File: config.mk
export PLATFORM = sky130hd
export DESIGN_NAME = cev_exception_unit
export DESIGN_NICKNAME = d
export VERILOG_FILES = /design/src/design/cev_pkg.sv /design/src/design/cev_exception_unit.sv
export SDC_FILE = /design/constraint.sdc
export NUM_CORES = 1
export LEC_CHECK = 0
export BUFFER_PORTS_ARGS = -buffer_cell sky130_fd_sc_hd__buf_2
export CAP_MARGIN = 20
export CORE_MARGIN = 5
export CORE_UTILIZATION = 34
export CTS_CLUSTER_DIAMETER = 40
export DETAILED_ROUTE_END_ITERATION = 8
export PLACE_DENSITY = 0.63
export SLEW_MARGIN = 20
export SYNTH_ARGS = -nofsm -noshare
export SYNTH_HDL_FRONTEND = slang
export SYNTH_SLANG_ARGS = --single-unit
File: constraint.sdc
create_clock -name clk_sys -period 6 [get_ports clk_sys]
set_clock_uncertainty 0.05 [all_clocks]
set_input_delay 1.2 -clock clk_sys [delete_from_list [all_inputs] [get_ports clk_sys]]
set_output_delay 1.2 -clock clk_sys [all_outputs]
set_load 0.1 [all_outputs]
File: src/design/cev_pkg.sv
// Constants, carriers and enumerations of the exception vectoring unit
// What this block does
// - Taking any exception except cold reset, NMI, soft reset, debug interrupt or data breakpoint sets the exception level flag, entering kernel mode.
// - An exception return clears the error level flag if set, otherwise the exception level flag.
// - Cold reset, soft reset and NMI jump to the fixed reset address, no offset.
// - Reset vector fetches bypass cache and address translation.
// - Debug entry address is chosen by the probe enable flag.
// - General base: ones, base field 31..12, zeros; boot vector uses fixed base.
// - Offsets: refill 0x000 or 0x080, cache error 0x100, others 0x180.
// - Vectored interrupts use 0x200 plus vector number times spacing field.
// - Each interrupt line has its own entry; line 7 wins over line 0.
// - Several simultaneous exceptions report only the highest priority one.
// - Priority order runs from cold reset down to interrupts as listed.
// - Cold reset loads status 0x30C000E4: soft reset clear, error level and boot set.
// - Cold reset loads configuration register 0x80034482.
// - Cold reset sets random index to maximum and wired count to zero.
// - Cold reset captures PC, clears event bit, breakpoints and pending interrupts.
// - Falling NMI input raises NMI at an instruction boundary; cause left unchanged.
// - NMI or soft reset keeps registers, saves PC, sets three flags, jumps to reset.
// - Address error on illegal space, privilege violation or misaligned access.
// - Address errors use the shared vector with load or store fault code.
// - Address error captures the offending virtual address.
// - Exception PC holds the faulting or branch address; delay slot flag set.
// - Dedicated refill offsets only apply while the exception level flag is clear.
// - Refill offset follows the width of the faulting reference.
package cev_pkg;

  localparam logic [63:0] CEV_RESET_VEC64   = 64'hFFFF_FFFF_BFC0_0000;
  localparam logic [63:0] CEV_RESET_VEC32   = 64'h0000_0000_BFC0_0000;
  localparam logic [31:0] CEV_UPPER_ONES    = 32'hFFFF_FFFF;
  localparam logic [31:0] CEV_DBG_PROBE_OFF = 32'hBFC0_0480;
  localparam logic [31:0] CEV_DBG_PROBE_ON  = 32'hFF20_0200;
  localparam logic [31:0] CEV_GEN_BOOT_BASE = 32'hBFC0_0200;
  localparam logic [31:0] CEV_CER_BOOT_BASE = 32'hBFC0_0300;
  localparam logic [11:0] CEV_OFF_REFILL32  = 12'h000;
  localparam logic [11:0] CEV_OFF_REFILL64  = 12'h080;
  localparam logic [11:0] CEV_OFF_CACHE_ERR = 12'h100;
  localparam logic [11:0] CEV_OFF_COMMON    = 12'h180;
  localparam logic [11:0] CEV_OFF_VECT_INT  = 12'h200;
  localparam logic [31:0] CEV_STATUS_RST    = 32'h30C0_00E4;
  localparam logic [31:0] CEV_CONFIG_RST    = 32'h8003_4482;
  // Status and cause field positions
  localparam int CEV_ST_IE  = 0;
  localparam int CEV_ST_EXL = 1;
  localparam int CEV_ST_ERL = 2;
  localparam int CEV_ST_KSU = 3;
  localparam int CEV_ST_KX  = 7;
  localparam int CEV_ST_IM  = 8;
  localparam int CEV_ST_SR  = 20;
  localparam int CEV_ST_BEV = 22;
  localparam int CEV_CA_CODE = 2;
  localparam int CEV_CA_IP   = 8;
  localparam int CEV_CA_IV   = 23;
  localparam int CEV_CA_BD   = 31;
  localparam int CEV_IC_VS   = 5;
  localparam logic [1:0] CEV_KSU_KERNEL = 2'h0;
  localparam logic [1:0] CEV_KSU_SUPER  = 2'h1;
  localparam logic [1:0] CEV_KSU_USER   = 2'h2;
  // Cause codes
  localparam logic [4:0] CEV_CODE_INT  = 5'h00;
  localparam logic [4:0] CEV_CODE_MOD  = 5'h01;
  localparam logic [4:0] CEV_CODE_TLBL = 5'h02;
  localparam logic [4:0] CEV_CODE_TLBS = 5'h03;
  localparam logic [4:0] CEV_CODE_LOAD_ADDR_FAULT  = 5'h04;
  localparam logic [4:0] CEV_CODE_STORE_ADDR_FAULT = 5'h05;
  localparam logic [4:0] CEV_CODE_IBE  = 5'h06;
  localparam logic [4:0] CEV_CODE_DBE  = 5'h07;
  // Register byte offsets
  localparam logic [7:0] CEV_R_STATUS = 8'h00;
  localparam logic [7:0] CEV_R_CAUSE  = 8'h04;
  localparam logic [7:0] CEV_R_EPC_LO = 8'h08;
  localparam logic [7:0] CEV_R_EPC_HI = 8'h0C;
  localparam logic [7:0] CEV_R_ERR_LO = 8'h10;
  localparam logic [7:0] CEV_R_ERR_HI = 8'h14;
  localparam logic [7:0] CEV_R_BAD_LO = 8'h18;
  localparam logic [7:0] CEV_R_BAD_HI = 8'h1C;
  localparam logic [7:0] CEV_R_VBASE  = 8'h20;
  localparam logic [7:0] CEV_R_INTERRUPT_CONTROL_REG = 8'h24;
  localparam logic [7:0] CEV_R_CONFIG = 8'h28;
  localparam logic [7:0] CEV_R_RANDOM = 8'h2C;
  localparam logic [7:0] CEV_R_WIRED  = 8'h30;
  localparam logic [7:0] CEV_R_DEBUG  = 8'h34;

  typedef enum logic [4:0] {
    CEV_CLS_NONE, CEV_CLS_COLD, CEV_CLS_NMI, CEV_CLS_F_ADDR, CEV_CLS_F_REFILL,
    CEV_CLS_F_INVALID, CEV_CLS_F_CACHE, CEV_CLS_F_BUS, CEV_CLS_INSTR, CEV_CLS_DBG_INT,
    CEV_CLS_D_ADDR, CEV_CLS_D_REFILL, CEV_CLS_D_INVALID, CEV_CLS_D_MOD, CEV_CLS_D_BKPT,
    CEV_CLS_D_CACHE, CEV_CLS_D_BUS, CEV_CLS_INT
  } cev_cls_t;

  typedef struct packed {
    logic        commit;
    logic        eret;
    logic [63:0] pc;
    logic        in_delay_slot;
    logic [63:0] branch_pc;
    logic        f_refill;
    logic        f_invalid;
    logic        f_cache_err;
    logic        f_bus_err;
    logic        instr_exc;
    logic [4:0]  instr_code;
    logic        debug_irq;
    logic        d_refill;
    logic        d_invalid;
    logic        d_modify;
    logic        d_bkpt;
    logic        d_cache_err;
    logic        d_bus_err;
    logic        tlb_store;
    logic        wide_refill;
    logic [63:0] tlb_addr;
  } cev_req_t;

  typedef struct packed {
    logic        valid;
    logic        is_store;
    logic [1:0]  size;
    logic [63:0] addr;
  } cev_acc_t;

  typedef struct packed {
    logic        valid;
    logic        eret;
    logic        bypass;
    cev_cls_t    cls;
    logic [63:0] target;
  } cev_redir_t;

  typedef struct packed {
    logic        hsel;
    logic [31:0] haddr;
    logic [1:0]  htrans;
    logic        hwrite;
    logic [2:0]  hsize;
    logic [31:0] hwdata;
    logic        hready;
  } cev_ahb_req_t;

  typedef struct packed {
    logic        hreadyout;
    logic        hresp;
    logic [31:0] hrdata;
  } cev_ahb_rsp_t;

endpackage

File: src/design/cev_exception_unit.sv
// Exception entry, vector selection and priority logic with its AHB-Lite register file
`timescale 1ns/1ps
module cev_exception_unit #(
  parameter int TLB_ENTRIES = 64,
  parameter int VA_BITS     = 40
) (
  input  wire logic             clk_sys,
  input  wire logic             resetn,
  input  wire cev_pkg::cev_ahb_req_t ahb_i,
  output      cev_pkg::cev_ahb_rsp_t ahb_o,
  input  wire cev_pkg::cev_req_t exc_req,
  input  wire cev_pkg::cev_acc_t fetch_acc,
  input  wire cev_pkg::cev_acc_t data_acc,
  input  wire logic [7:0]       irq_lines,
  input  wire logic             nonmaskable_irq_n,
  input  wire logic             soft_reset_req,
  output      cev_pkg::cev_redir_t redir_o,
  output      logic [31:0]      status_o,
  output      logic [31:0]      cause_o,
  output      logic             bp_clear
);
  import cev_pkg::*;

  localparam int RW = $clog2(TLB_ENTRIES);
  localparam logic [RW-1:0] RANDOM_MAX = RW'(TLB_ENTRIES - 1);

  typedef struct packed {
    logic [31:0]   status;
    logic [31:0]   cause;
    logic [63:0]   exception_return_pc;
    logic [63:0]   errpc;
    logic [63:0]   badva;
    logic [19:0]   vbase;
    logic [4:0]    vs;
    logic [31:0]   config_w;
    logic [RW-1:0] random;
    logic [RW-1:0] wired;
    logic          probe_en;
    logic          perf_event;
    logic          boot_pend;
    logic          nmi_prev;
    logic          nmi_pend;
    logic          sreset_pend;
    cev_redir_t    redir;
    logic          bp_clear;
    logic          ap_valid;
    logic          ap_write;
    logic [7:0]    ap_addr;
    logic          rd_pend;
    logic [31:0]   hrdata;
  } cev_state_t;

  cev_state_t  s_reg;
  cev_state_t  s_next;
  logic [1:0]  mode;
  logic        fetch_ae;
  logic        data_ae;
  logic        int_ok;
  logic [2:0]  vec_no;
  logic        take;
  cev_cls_t    cls;
  logic [4:0]  code;
  logic        has_code;
  logic        bad_upd;
  logic [63:0] bad_val;
  logic [63:0] base;
  logic [11:0] off;

  // --------------------------------------------------------------------------
  // Helper functions
  // --------------------------------------------------------------------------
  function automatic logic [1:0] eff_mode(input logic [31:0] st);
    if (st[CEV_ST_EXL] | st[CEV_ST_ERL] | (st[CEV_ST_KSU +: 2] == CEV_KSU_KERNEL))
      return CEV_KSU_KERNEL;
    return st[CEV_ST_KSU +: 2];
  endfunction

  // Misaligned, illegal or privileged reference
  function automatic logic addr_fault(input cev_acc_t a, input logic [1:0] md);
    logic mis;
    logic compat;
    logic csseg;
    logic sup;
    logic ker;
    logic illeg;
    mis    = ((a.size == 2'h1) & a.addr[0]) | ((a.size == 2'h2) & (|a.addr[1:0]))
           | ((a.size == 2'h3) & (|a.addr[2:0]));
    compat = &a.addr[63:31];
    csseg  = compat & (a.addr[31:29] == 3'h6);
    sup    = (a.addr[63:62] == 2'h1) | csseg;
    ker    = (a.addr[63:62] == 2'h2) | ((a.addr[63:62] == 2'h3) & !csseg);
    illeg  = (!a.addr[63] & (|a.addr[61:VA_BITS]))
           | ((a.addr[63:62] == 2'h3) & !compat & !(&a.addr[61:VA_BITS]));
    return a.valid & (mis | illeg
           | ((md == CEV_KSU_USER) & (sup | ker)) | ((md == CEV_KSU_SUPER) & ker));
  endfunction

  // Highest pending line number
  function automatic logic [2:0] top_line(input logic [7:0] p);
    logic [2:0] n;
    n = 3'h0;
    for (int i = 0; i < 8; i++)
    begin
      if (p[i])
        n = 3'(i);
    end
    return n;
  endfunction

  function automatic logic [31:0] read_reg(input cev_state_t st, input logic [7:0] a);
    if (a == CEV_R_STATUS)
      return st.status;
    else if (a == CEV_R_CAUSE)
      return st.cause;
    else if (a == CEV_R_EPC_LO)
      return st.exception_return_pc[31:0];
    else if (a == CEV_R_EPC_HI)
      return st.exception_return_pc[63:32];
    else if (a == CEV_R_ERR_LO)
      return st.errpc[31:0];
    else if (a == CEV_R_ERR_HI)
      return st.errpc[63:32];
    else if (a == CEV_R_BAD_LO)
      return st.badva[31:0];
    else if (a == CEV_R_BAD_HI)
      return st.badva[63:32];
    else if (a == CEV_R_VBASE)
      return {st.vbase, 12'h000};
    else if (a == CEV_R_INTERRUPT_CONTROL_REG)
      return {22'h000000, st.vs, 5'h00};
    else if (a == CEV_R_CONFIG)
      return st.config_w;
    else if (a == CEV_R_RANDOM)
      return {{(32 - RW){1'b0}}, st.random};
    else if (a == CEV_R_WIRED)
      return {{(32 - RW){1'b0}}, st.wired};
    else if (a == CEV_R_DEBUG)
      return {30'h00000000, st.perf_event, st.probe_en};
    return 32'h0000_0000;
  endfunction

  // --------------------------------------------------------------------------
  // Exception selection
  // --------------------------------------------------------------------------
  always_comb
  begin
    mode     = eff_mode(s_reg.status);
    fetch_ae = addr_fault(fetch_acc, mode);
    data_ae  = addr_fault(data_acc, mode);
    int_ok   = s_reg.status[CEV_ST_IE] & !s_reg.status[CEV_ST_EXL]
             & !s_reg.status[CEV_ST_ERL]
             & (|(s_reg.cause[CEV_CA_IP +: 8] & s_reg.status[CEV_ST_IM +: 8]));
    vec_no   = top_line(s_reg.cause[CEV_CA_IP +: 8] & s_reg.status[CEV_ST_IM +: 8]);
    cls      = CEV_CLS_NONE;
    code     = CEV_CODE_INT;
    has_code = 1'b1;
    bad_upd  = 1'b0;
    bad_val  = exc_req.tlb_addr;
    // Only the first match is reported
    if (s_reg.nmi_pend | s_reg.sreset_pend)
    begin
      cls = CEV_CLS_NMI;
      has_code = 1'b0;
    end
    else if (fetch_ae)
    begin
      cls = CEV_CLS_F_ADDR;
      code = CEV_CODE_LOAD_ADDR_FAULT;
      bad_upd = 1'b1;
      bad_val = fetch_acc.addr;
    end
    else if (exc_req.f_refill | exc_req.f_invalid)
    begin
      cls = exc_req.f_refill ? CEV_CLS_F_REFILL : CEV_CLS_F_INVALID;
      code = CEV_CODE_TLBL;
      bad_upd = 1'b1;
    end
    else if (exc_req.f_cache_err)
    begin
      cls = CEV_CLS_F_CACHE;
      has_code = 1'b0;
    end
    else if (exc_req.f_bus_err)
    begin
      cls = CEV_CLS_F_BUS;
      code = CEV_CODE_IBE;
    end
    else if (exc_req.instr_exc)
    begin
      cls = CEV_CLS_INSTR;
      code = exc_req.instr_code;
    end
    else if (exc_req.debug_irq)
    begin
      cls = CEV_CLS_DBG_INT;
      has_code = 1'b0;
    end
    else if (data_ae)
    begin
      cls = CEV_CLS_D_ADDR;
      code = data_acc.is_store ? CEV_CODE_STORE_ADDR_FAULT
                               : CEV_CODE_LOAD_ADDR_FAULT;
      bad_upd = 1'b1;
      bad_val = data_acc.addr;
    end
    else if (exc_req.d_refill | exc_req.d_invalid)
    begin
      cls = exc_req.d_refill ? CEV_CLS_D_REFILL : CEV_CLS_D_INVALID;
      code = exc_req.tlb_store ? CEV_CODE_TLBS : CEV_CODE_TLBL;
      bad_upd = 1'b1;
    end
    else if (exc_req.d_modify)
    begin
      cls = CEV_CLS_D_MOD;
      code = CEV_CODE_MOD;
      bad_upd = 1'b1;
    end
    else if (exc_req.d_bkpt)
    begin
      cls = CEV_CLS_D_BKPT;
      has_code = 1'b0;
    end
    else if (exc_req.d_cache_err)
    begin
      cls = CEV_CLS_D_CACHE;
      has_code = 1'b0;
    end
    else if (exc_req.d_bus_err)
    begin
      cls = CEV_CLS_D_BUS;
      code = CEV_CODE_DBE;
    end
    else if (int_ok)
    begin
      cls = CEV_CLS_INT;
    end
    // Base address
    if ((cls == CEV_CLS_F_CACHE) | (cls == CEV_CLS_D_CACHE))
      base = s_reg.status[CEV_ST_BEV] ? {CEV_UPPER_ONES, CEV_CER_BOOT_BASE}
           : {CEV_UPPER_ONES, s_reg.vbase[19:18], 1'b1, s_reg.vbase[16:0], 12'h000};
    else
      base = s_reg.status[CEV_ST_BEV] ? {CEV_UPPER_ONES, CEV_GEN_BOOT_BASE}
           : {CEV_UPPER_ONES, s_reg.vbase, 12'h000};
    // Offset
    off = CEV_OFF_COMMON;
    if (((cls == CEV_CLS_F_REFILL) | (cls == CEV_CLS_D_REFILL)) & !s_reg.status[CEV_ST_EXL])
      off = exc_req.wide_refill ? CEV_OFF_REFILL64 : CEV_OFF_REFILL32;
    else if ((cls == CEV_CLS_F_CACHE) | (cls == CEV_CLS_D_CACHE))
      off = CEV_OFF_CACHE_ERR;
    else if ((cls == CEV_CLS_INT) & s_reg.cause[CEV_CA_IV])
      off = CEV_OFF_VECT_INT + ({9'h000, vec_no} * {7'h00, s_reg.vs});
  end

  // --------------------------------------------------------------------------
  // Next state
  // --------------------------------------------------------------------------
  always_comb
  begin
    s_next = s_reg;
    s_next.redir = '0;
    s_next.bp_clear = 1'b0;
    take = ahb_i.hsel & ahb_i.htrans[1] & ahb_i.hready;

    // Bus slave: writes in the data phase, reads one wait state later
    if (s_reg.ap_valid & s_reg.ap_write)
    begin
      if (s_reg.ap_addr == CEV_R_STATUS)
        s_next.status = ahb_i.hwdata;
      else if (s_reg.ap_addr == CEV_R_CAUSE)
        s_next.cause[CEV_CA_IV] = ahb_i.hwdata[CEV_CA_IV];
      else if (s_reg.ap_addr == CEV_R_EPC_LO)
        s_next.exception_return_pc[31:0] = ahb_i.hwdata;
      else if (s_reg.ap_addr == CEV_R_EPC_HI)
        s_next.exception_return_pc[63:32] = ahb_i.hwdata;
      else if (s_reg.ap_addr == CEV_R_ERR_LO)
        s_next.errpc[31:0] = ahb_i.hwdata;
      else if (s_reg.ap_addr == CEV_R_ERR_HI)
        s_next.errpc[63:32] = ahb_i.hwdata;
      else if (s_reg.ap_addr == CEV_R_VBASE)
        s_next.vbase = ahb_i.hwdata[31:12];
      else if (s_reg.ap_addr == CEV_R_INTERRUPT_CONTROL_REG)
        s_next.vs = ahb_i.hwdata[CEV_IC_VS +: 5];
      else if (s_reg.ap_addr == CEV_R_CONFIG)
        s_next.config_w[2:0] = ahb_i.hwdata[2:0];
      else if (s_reg.ap_addr == CEV_R_WIRED)
        s_next.wired = ahb_i.hwdata[RW-1:0];
      else if (s_reg.ap_addr == CEV_R_DEBUG)
        {s_next.perf_event, s_next.probe_en} = ahb_i.hwdata[1:0];
    end
    if (s_reg.rd_pend)
    begin
      s_next.hrdata = read_reg(s_reg, s_reg.ap_addr);
      s_next.rd_pend = 1'b0;
    end
    if (take)
    begin
      s_next.ap_valid = (ahb_i.hsize == 3'h2) | !ahb_i.hwrite;
      s_next.ap_write = ahb_i.hwrite;
      s_next.ap_addr = ahb_i.haddr[7:0];
      s_next.rd_pend = !ahb_i.hwrite;
    end
    else if (ahb_i.hready)
      s_next.ap_valid = 1'b0;

    // Random index counts down from the maximum to the wired count
    s_next.random = (s_reg.random <= s_reg.wired) ? RANDOM_MAX : s_reg.random - 1'b1;
    s_next.cause[CEV_CA_IP +: 8] = irq_lines;

    // NMI falls low, soft reset pulses; both wait for a boundary
    s_next.nmi_prev = nonmaskable_irq_n;
    if (s_reg.nmi_prev & !nonmaskable_irq_n)
      s_next.nmi_pend = 1'b1;
    if (soft_reset_req)
      s_next.sreset_pend = 1'b1;

    if (s_reg.boot_pend)
    begin
      s_next.boot_pend = 1'b0;
      s_next.errpc = exc_req.pc;
      s_next.bp_clear = 1'b1;
    end
    else if (exc_req.commit & (cls == CEV_CLS_NMI))
    begin
      // Cause, exception PC and bad address untouched
      s_next.nmi_pend = s_reg.nmi_prev & !nonmaskable_irq_n;
      s_next.sreset_pend = soft_reset_req;
      s_next.errpc = exc_req.pc;
      s_next.status[CEV_ST_ERL] = 1'b1;
      s_next.status[CEV_ST_SR] = 1'b1;
      s_next.status[CEV_ST_BEV] = 1'b1;
      s_next.redir.valid = 1'b1;
      s_next.redir.bypass = 1'b1;
      s_next.redir.cls = cls;
      s_next.redir.target = s_reg.status[CEV_ST_KX] ? CEV_RESET_VEC64
                                                   : CEV_RESET_VEC32;
    end
    else if (exc_req.commit & ((cls == CEV_CLS_DBG_INT) | (cls == CEV_CLS_D_BKPT)))
    begin
      s_next.redir.valid = 1'b1;
      s_next.redir.cls = cls;
      s_next.redir.target = {CEV_UPPER_ONES,
                             s_reg.probe_en ? CEV_DBG_PROBE_ON : CEV_DBG_PROBE_OFF};
    end
    else if (exc_req.commit & (cls != CEV_CLS_NONE))
    begin
      // All of these land on the same edge as the redirect
      if (!s_reg.status[CEV_ST_EXL])
      begin
        s_next.exception_return_pc = exc_req.in_delay_slot ? exc_req.branch_pc : exc_req.pc;
        s_next.cause[CEV_CA_BD] = exc_req.in_delay_slot;
      end
      if (has_code)
        s_next.cause[CEV_CA_CODE +: 5] = code;
      if (bad_upd)
        s_next.badva = bad_val;
      s_next.status[CEV_ST_EXL] = 1'b1;
      s_next.redir.valid = 1'b1;
      s_next.redir.cls = cls;
      s_next.redir.target = base + {52'h0000000000000, off};
    end
    else if (exc_req.commit & exc_req.eret)
    begin
      s_next.redir.valid = 1'b1;
      s_next.redir.eret = 1'b1;
      if (s_reg.status[CEV_ST_ERL])
      begin
        s_next.status[CEV_ST_ERL] = 1'b0;
        s_next.redir.target = s_reg.errpc;
      end
      else
      begin
        s_next.status[CEV_ST_EXL] = 1'b0;
        s_next.redir.target = s_reg.exception_return_pc;
      end
    end
  end

  // --------------------------------------------------------------------------
  // State register
  // --------------------------------------------------------------------------
  always_ff @(posedge clk_sys or negedge resetn)
  begin
    if (!resetn)
    begin
      s_reg <= '0;
      s_reg.status <= CEV_STATUS_RST;
      s_reg.config_w <= CEV_CONFIG_RST;
      s_reg.random <= RANDOM_MAX;
      s_reg.wired <= '0;
      s_reg.boot_pend <= 1'b1;
      s_reg.nmi_prev <= 1'b1;
      s_reg.redir.valid <= 1'b1;
      s_reg.redir.bypass <= 1'b1;
      s_reg.redir.cls <= CEV_CLS_COLD;
      s_reg.redir.target <= CEV_RESET_VEC64;
    end
    else
      s_reg <= s_next;
  end

  assign ahb_o.hreadyout = !s_reg.rd_pend;
  assign ahb_o.hresp = 1'b0;
  assign ahb_o.hrdata = s_reg.hrdata;
  assign redir_o = s_reg.redir;
  assign status_o = s_reg.status;
  assign cause_o = s_reg.cause;
  assign bp_clear = s_reg.bp_clear;

endmodule // cev_exception_unit

# After elaboration in Yosys (flattened, before gate mapping)
# Index checks and enable logic that the tools add are counted.
[totals]
register_bits = 401
wordCells = 367
[op_classes]
n_eq_ne = 43
reduce_logical = 43
order_cmp = 1
addsub = 3
n_bitwise = 77
n_mul = 1
mux = 167
[ops]
columns = ["op", "n"]
rows = [
  ["$mux 64", 22],
  ["$mux 32", 24],
  ["$mux 128", 3],
  ["$mux 69", 2],
  ["$mux 5", 21],
  ["$mux 74", 1],
  ["$reduce_and 33->1", 2],
  ["$mux 1", 65],
  ["$add 64x12->64", 1],
  ["$eq 8x6->1 const B", 6],
  ["$mux 23", 2],
  ["$reduce_and 22->1", 2],
  ["$reduce_or 22->1", 2],
  ["$mux 3", 14],
  ["$and 1x1->1", 35],
  ["$mux 11", 3],
  ["$eq 8x5->1 const B", 4],
  ["$mux 31", 1],
  ["$or 1x1->1", 27],
  ["$eq 5x4->1 const B", 4],
  ["$eq 2x2->1 const B", 9],
  ["$eq 8x4->1 const B", 2],
  ["$ne 3x2->1 const B", 5],
  ["$reduce_and 5->1", 3],
  ["other kinds (34)", 75],
]

# Longest topological paths before layout
[logic_depth]
ltp_word = 28
ltp_mapped = 21

# Worst setup path before layout
# No wires, ideal clock.
[synth_path]
kind = "input-to-reg"
start = "input port fetch_acc[57] (netlist bit)"
end = "register s_reg, in the netlist redir_o[9]"
stages = 12
required_time_ns = 5.814
n_path_buf = 1
setup_time_ns = 0.136
path_slack_ns = 1.897
t_arrival_ns = 3.917
cell_sequence = "nand4_1 -> or4_1 -> o31ai_2 -> a21oi_4 -> or3_1 -> buf_2 -> nor2_1 -> a21oi_1 -> ha_1 -> fa_1 -> a221oi_1 -> nor3_1"
[synth_rtl]
columns = ["element", "line_no", "source"]
rows = [
  ["from (decl)", "cev_exception_unit.sv:12", "input wire cev_pkg::cev_acc_t fetch_acc,"],
  ["to (signal assigned)", "cev_exception_unit.sv:398", "s_reg <= s_next;"],
  ["to (decl)", "cev_exception_unit.sv:53", "cev_state_t s_reg;"],
]

==> run_results.csv <==
group,metric,value,unit
sta,fin_crit_sh,0.821,
sta,fin_setup_tns,0,ns
cells_and_area,final_common_cell,"buf_2",
grt,antenna_found_initial,13,
drt,via_per_inst,5.63,
place,place_congestion,0.902,
cells_and_area,nNetsFinal,3172,
clock_network,hold_buffers,0,
clock_network,post_cts_buffers,0,
sta,period_minus_slack,4.93,ns
hold_path,hold_start,"s_reg[119]",
setup_path,critPathArrivalTime,5.33,ns
clock_network,cts_buffer_depth,3,
drt,drc,0,
sta,timing.fmax,0.203,GHz
sta,final_max_slew_viol_count,0,
yosys,synth.distinct_cells,87,
yosys,ys.warnings.count,0,
setup_path,worst-path-buf-inv,2,
grt,grt_pass1_wl,149000,um
cells_and_area,area_delta_synth_final,22.8,%
drt,wl_per_cell,28.1,um
power_and_ir_drop,ir_worst_vdd,0.219,mV
floorplanning,die_h,273,um
floorplanning,rows,96,
place,place_hpwl,76200,um
setup_path,cp_slowest_stage_delay,0.61,ns
clock_network,path_clk_slew,0.05,ns
setup_path,endpoint_kind,"flop",
power_and_ir_drop,switching_share,0.319,
clock_network,tritoncts,"done",
power_and_ir_drop,clkPwrFrac,0.473,
yosys,synth-main-ff-cell,"dfrtp_1",
yosys,synth_edf_count,0,
hold_path,hold-path-endpoint,"bp_clear",
drt,vias,20919,
drt,drtIter0Drc,2064,
clock_network,cts-buffers-inserted,79,
setup_path,startpoint,"cause_o[13]",
sta,setup_violations,0,
setup_path,critPathMaxFanout,5,
setup_path,worstPathRequired,6.41,ns
power_and_ir_drop,cellLeakagePower,13.6,nW
setup_path,worstReg2RegStart,"cause_o[13]",
grt,grt_max_degree,150,
setup_path,crit_path_frequent_cell,"ha_1",
yosys,syn_inst,2341,
clock_network,ctsResizeCount,0,
drt,wl,105000,um
yosys,synth-async-reset-ratio,1.00,
yosys,synth.avg_cell_area,10.0,um2
hold_path,min_path_type,"flop to flop",
yosys,yosysTopAreaCell,"dfrtp_1",
cells_and_area,fillers,6735,
yosys,ys_seq_area_frac,0.430,
floorplanning,start_util,0.343,
setup_path,startpoint_type,"flop",
floorplanning,die_area,74500,um2
sta,worst_slew_pin_slew,1.03,ns
yosys,synth_top_area_share,0.362,
floorplanning,fp.dieW,273,um
setup_path,path_delay_family,"compound AO/OA/AOI/OAI gates",
sta,finalHoldViolCount,0,
setup_path,worstReg2RegEnd,"redir_o[9]",
power_and_ir_drop,p_switching,3.12,mW
clock_network,cts-htree-levels,3,
flow_run,maxCapViolations,0,
place,portBuffers,560,
clock_network,cts-root-buf,"clkbuf_16",
sta,slew_headroom,0.315,
setup_path,critPathSlowestCell,"o21ai_0",
power_and_ir_drop,internal-power,6.67,mW
setup_path,r2r_cells,17,
sta,grt_setup_unrepaired,"no",
status,status,"finished clean",
cells_and_area,final_cell_mix,"558 x buf_2, 339 x dfrtp_1, 267 x mux2i_1",
power_and_ir_drop,p_total,9.79,mW
floorplanning,io_pins,605,
power_and_ir_drop,p_seq_frac,0.350,
setup_path,crit_type,"flop to flop",
clock_network,clk_latency,0.62,ns
drt,drtPass1Iterations,6,
cells_and_area,largest_reg_flops,249,
floorplanning,core-area,68600,um2
power_and_ir_drop,comb_power_share,0.177,
cells_and_area,drive_gt1_frac,0.356,
yosys,synth_area_leaders,"dfrtp_1 36%, mux2i_1 11%, dfstp_2 6.8%",
grt,grt_pass1_vias,21072,
grt,grt-ovfl-total,0,
drt,ant_nets,0,
cells_and_area,multiInputGateArea,11400,um2
yosys,synth_seq_cells,401,
hold_path,holdPathStages,0,
setup_path,crit_chain,"a22oi_1 -> inv_1 -> o21ai_0 -> nand2_1 -> fa_1 -> inv_1 -> ha_1 -> ha_1 -> a21o_1 -> a21oi_1 -> nor2b_1 -> o21ai_0 -> a21oi_1 -> ha_1 -> fa_1 -> a221oi_1 -> nor3_1",
clock_network,clkSinkCount,401,
power_and_ir_drop,p_per_area,339,nW/um2
grt,grt.total_usage,0.270,
cells_and_area,regArea,10100,um2
yosys,synth_area,23500,um2
setup_path,worst-r2r-setup-slack,1.07,ns
## power groups by stage
stage          clock (mW)  sequential [mW]  combinational [mW]
3_3_place_gp            0             3.44                1.70
5_1_grt              4.82             3.46                1.86
4_1_cts              4.69             3.41                1.73
3_5_place_dp            0             3.45                1.72
6_report             4.63             3.43                1.73
2_1_floorplan           0             3.30                1.25
## synth_stat cells, types with 47 or more instances
master / number
a21oi_1: 88
a22oi_1: 47
buf_4: 169
clkbuf_1: 118
dfrtp_1: 340
dfstp_2: 61
mux2_2: 139
mux2i_1: 267
nand2_1: 245
nor2_1: 73
o21ai_0: 167
o22ai_1: 99
o2bb2ai_1: 72
## cell families after synthesis
kind of cell / synth area share
adders and majority gates: 0.0144
and+or+nand+nor: 0.0960
xor gates and xnor gates: 0.00261
DFF: 0.430
muxes: 0.181
other: 0.000160
buffers and inverters: 0.0902
AOI/OAI and AO/OA: 0.186
## final cells by class
class,count,share of cell area
antenna,4,0.000347
tap,931,0.0404
clock inverter,49,0.0223
multi-input combinational,1587,0.395
timing repair buffer,605,0.111
sequential,401,0.351
inverter,40,0.00520
clock buffer,99,0.0746
## metrics by stage
stage	cells	hold slack, ns	cell area, um2	util	worst slack (ns)
5_1_grt	3714	0.431	28900	0.421	0.695
3_5_place_dp	3563	0.409	26000	0.380	0.912
4_1_cts	3711	0.419	28800	0.420	1.07
3_3_place_gp	3563	0.411	26000	0.380	0.935
2_1_floorplan	2359	0.385	23600	-	1.90
6_report	3716	0.420	28900	0.421	1.07
## metal layers
metal  GRT usage  up-vias  wire length, um  share of wire
li1            -     9213                -              -
met1       0.357    10358            43100           0.41
met2       0.438     1156            48600           0.47
met3      0.0643      184             9320          0.089
met4      0.0894        8             3450          0.033
met5           0        -               46        0.00044
## worst max path at each step
stage                      end  slack, ns  cells past startpoint
global route        redir_o[9]       0.69                     17
detailed placement  redir_o[9]       0.91                     12
CTS                 redir_o[9]       1.07                     17
finish              redir_o[9]       1.07                     17
floorplan           redir_o[9]       1.90                     12
global placement    redir_o[9]       0.94                     12
## worst reg2reg max path: stages, from the launching register on
cell and delay [ns]:
dfrtp_1 0.44, a22oi_1 0.37, inv_1 0.07, o21ai_0 0.61
nand2_1 0.17, fa_1 0.53, inv_1 0.04, ha_1 0.29
ha_1 0.27, a21o_1 0.17, a21oi_1 0.22, nor2b_1 0.07
o21ai_0 0.32, a21oi_1 0.13, ha_1 0.22, fa_1 0.45
a221oi_1 0.28, nor3_1 0.07
Note: power is estimated with default switching activity, not from simulation.
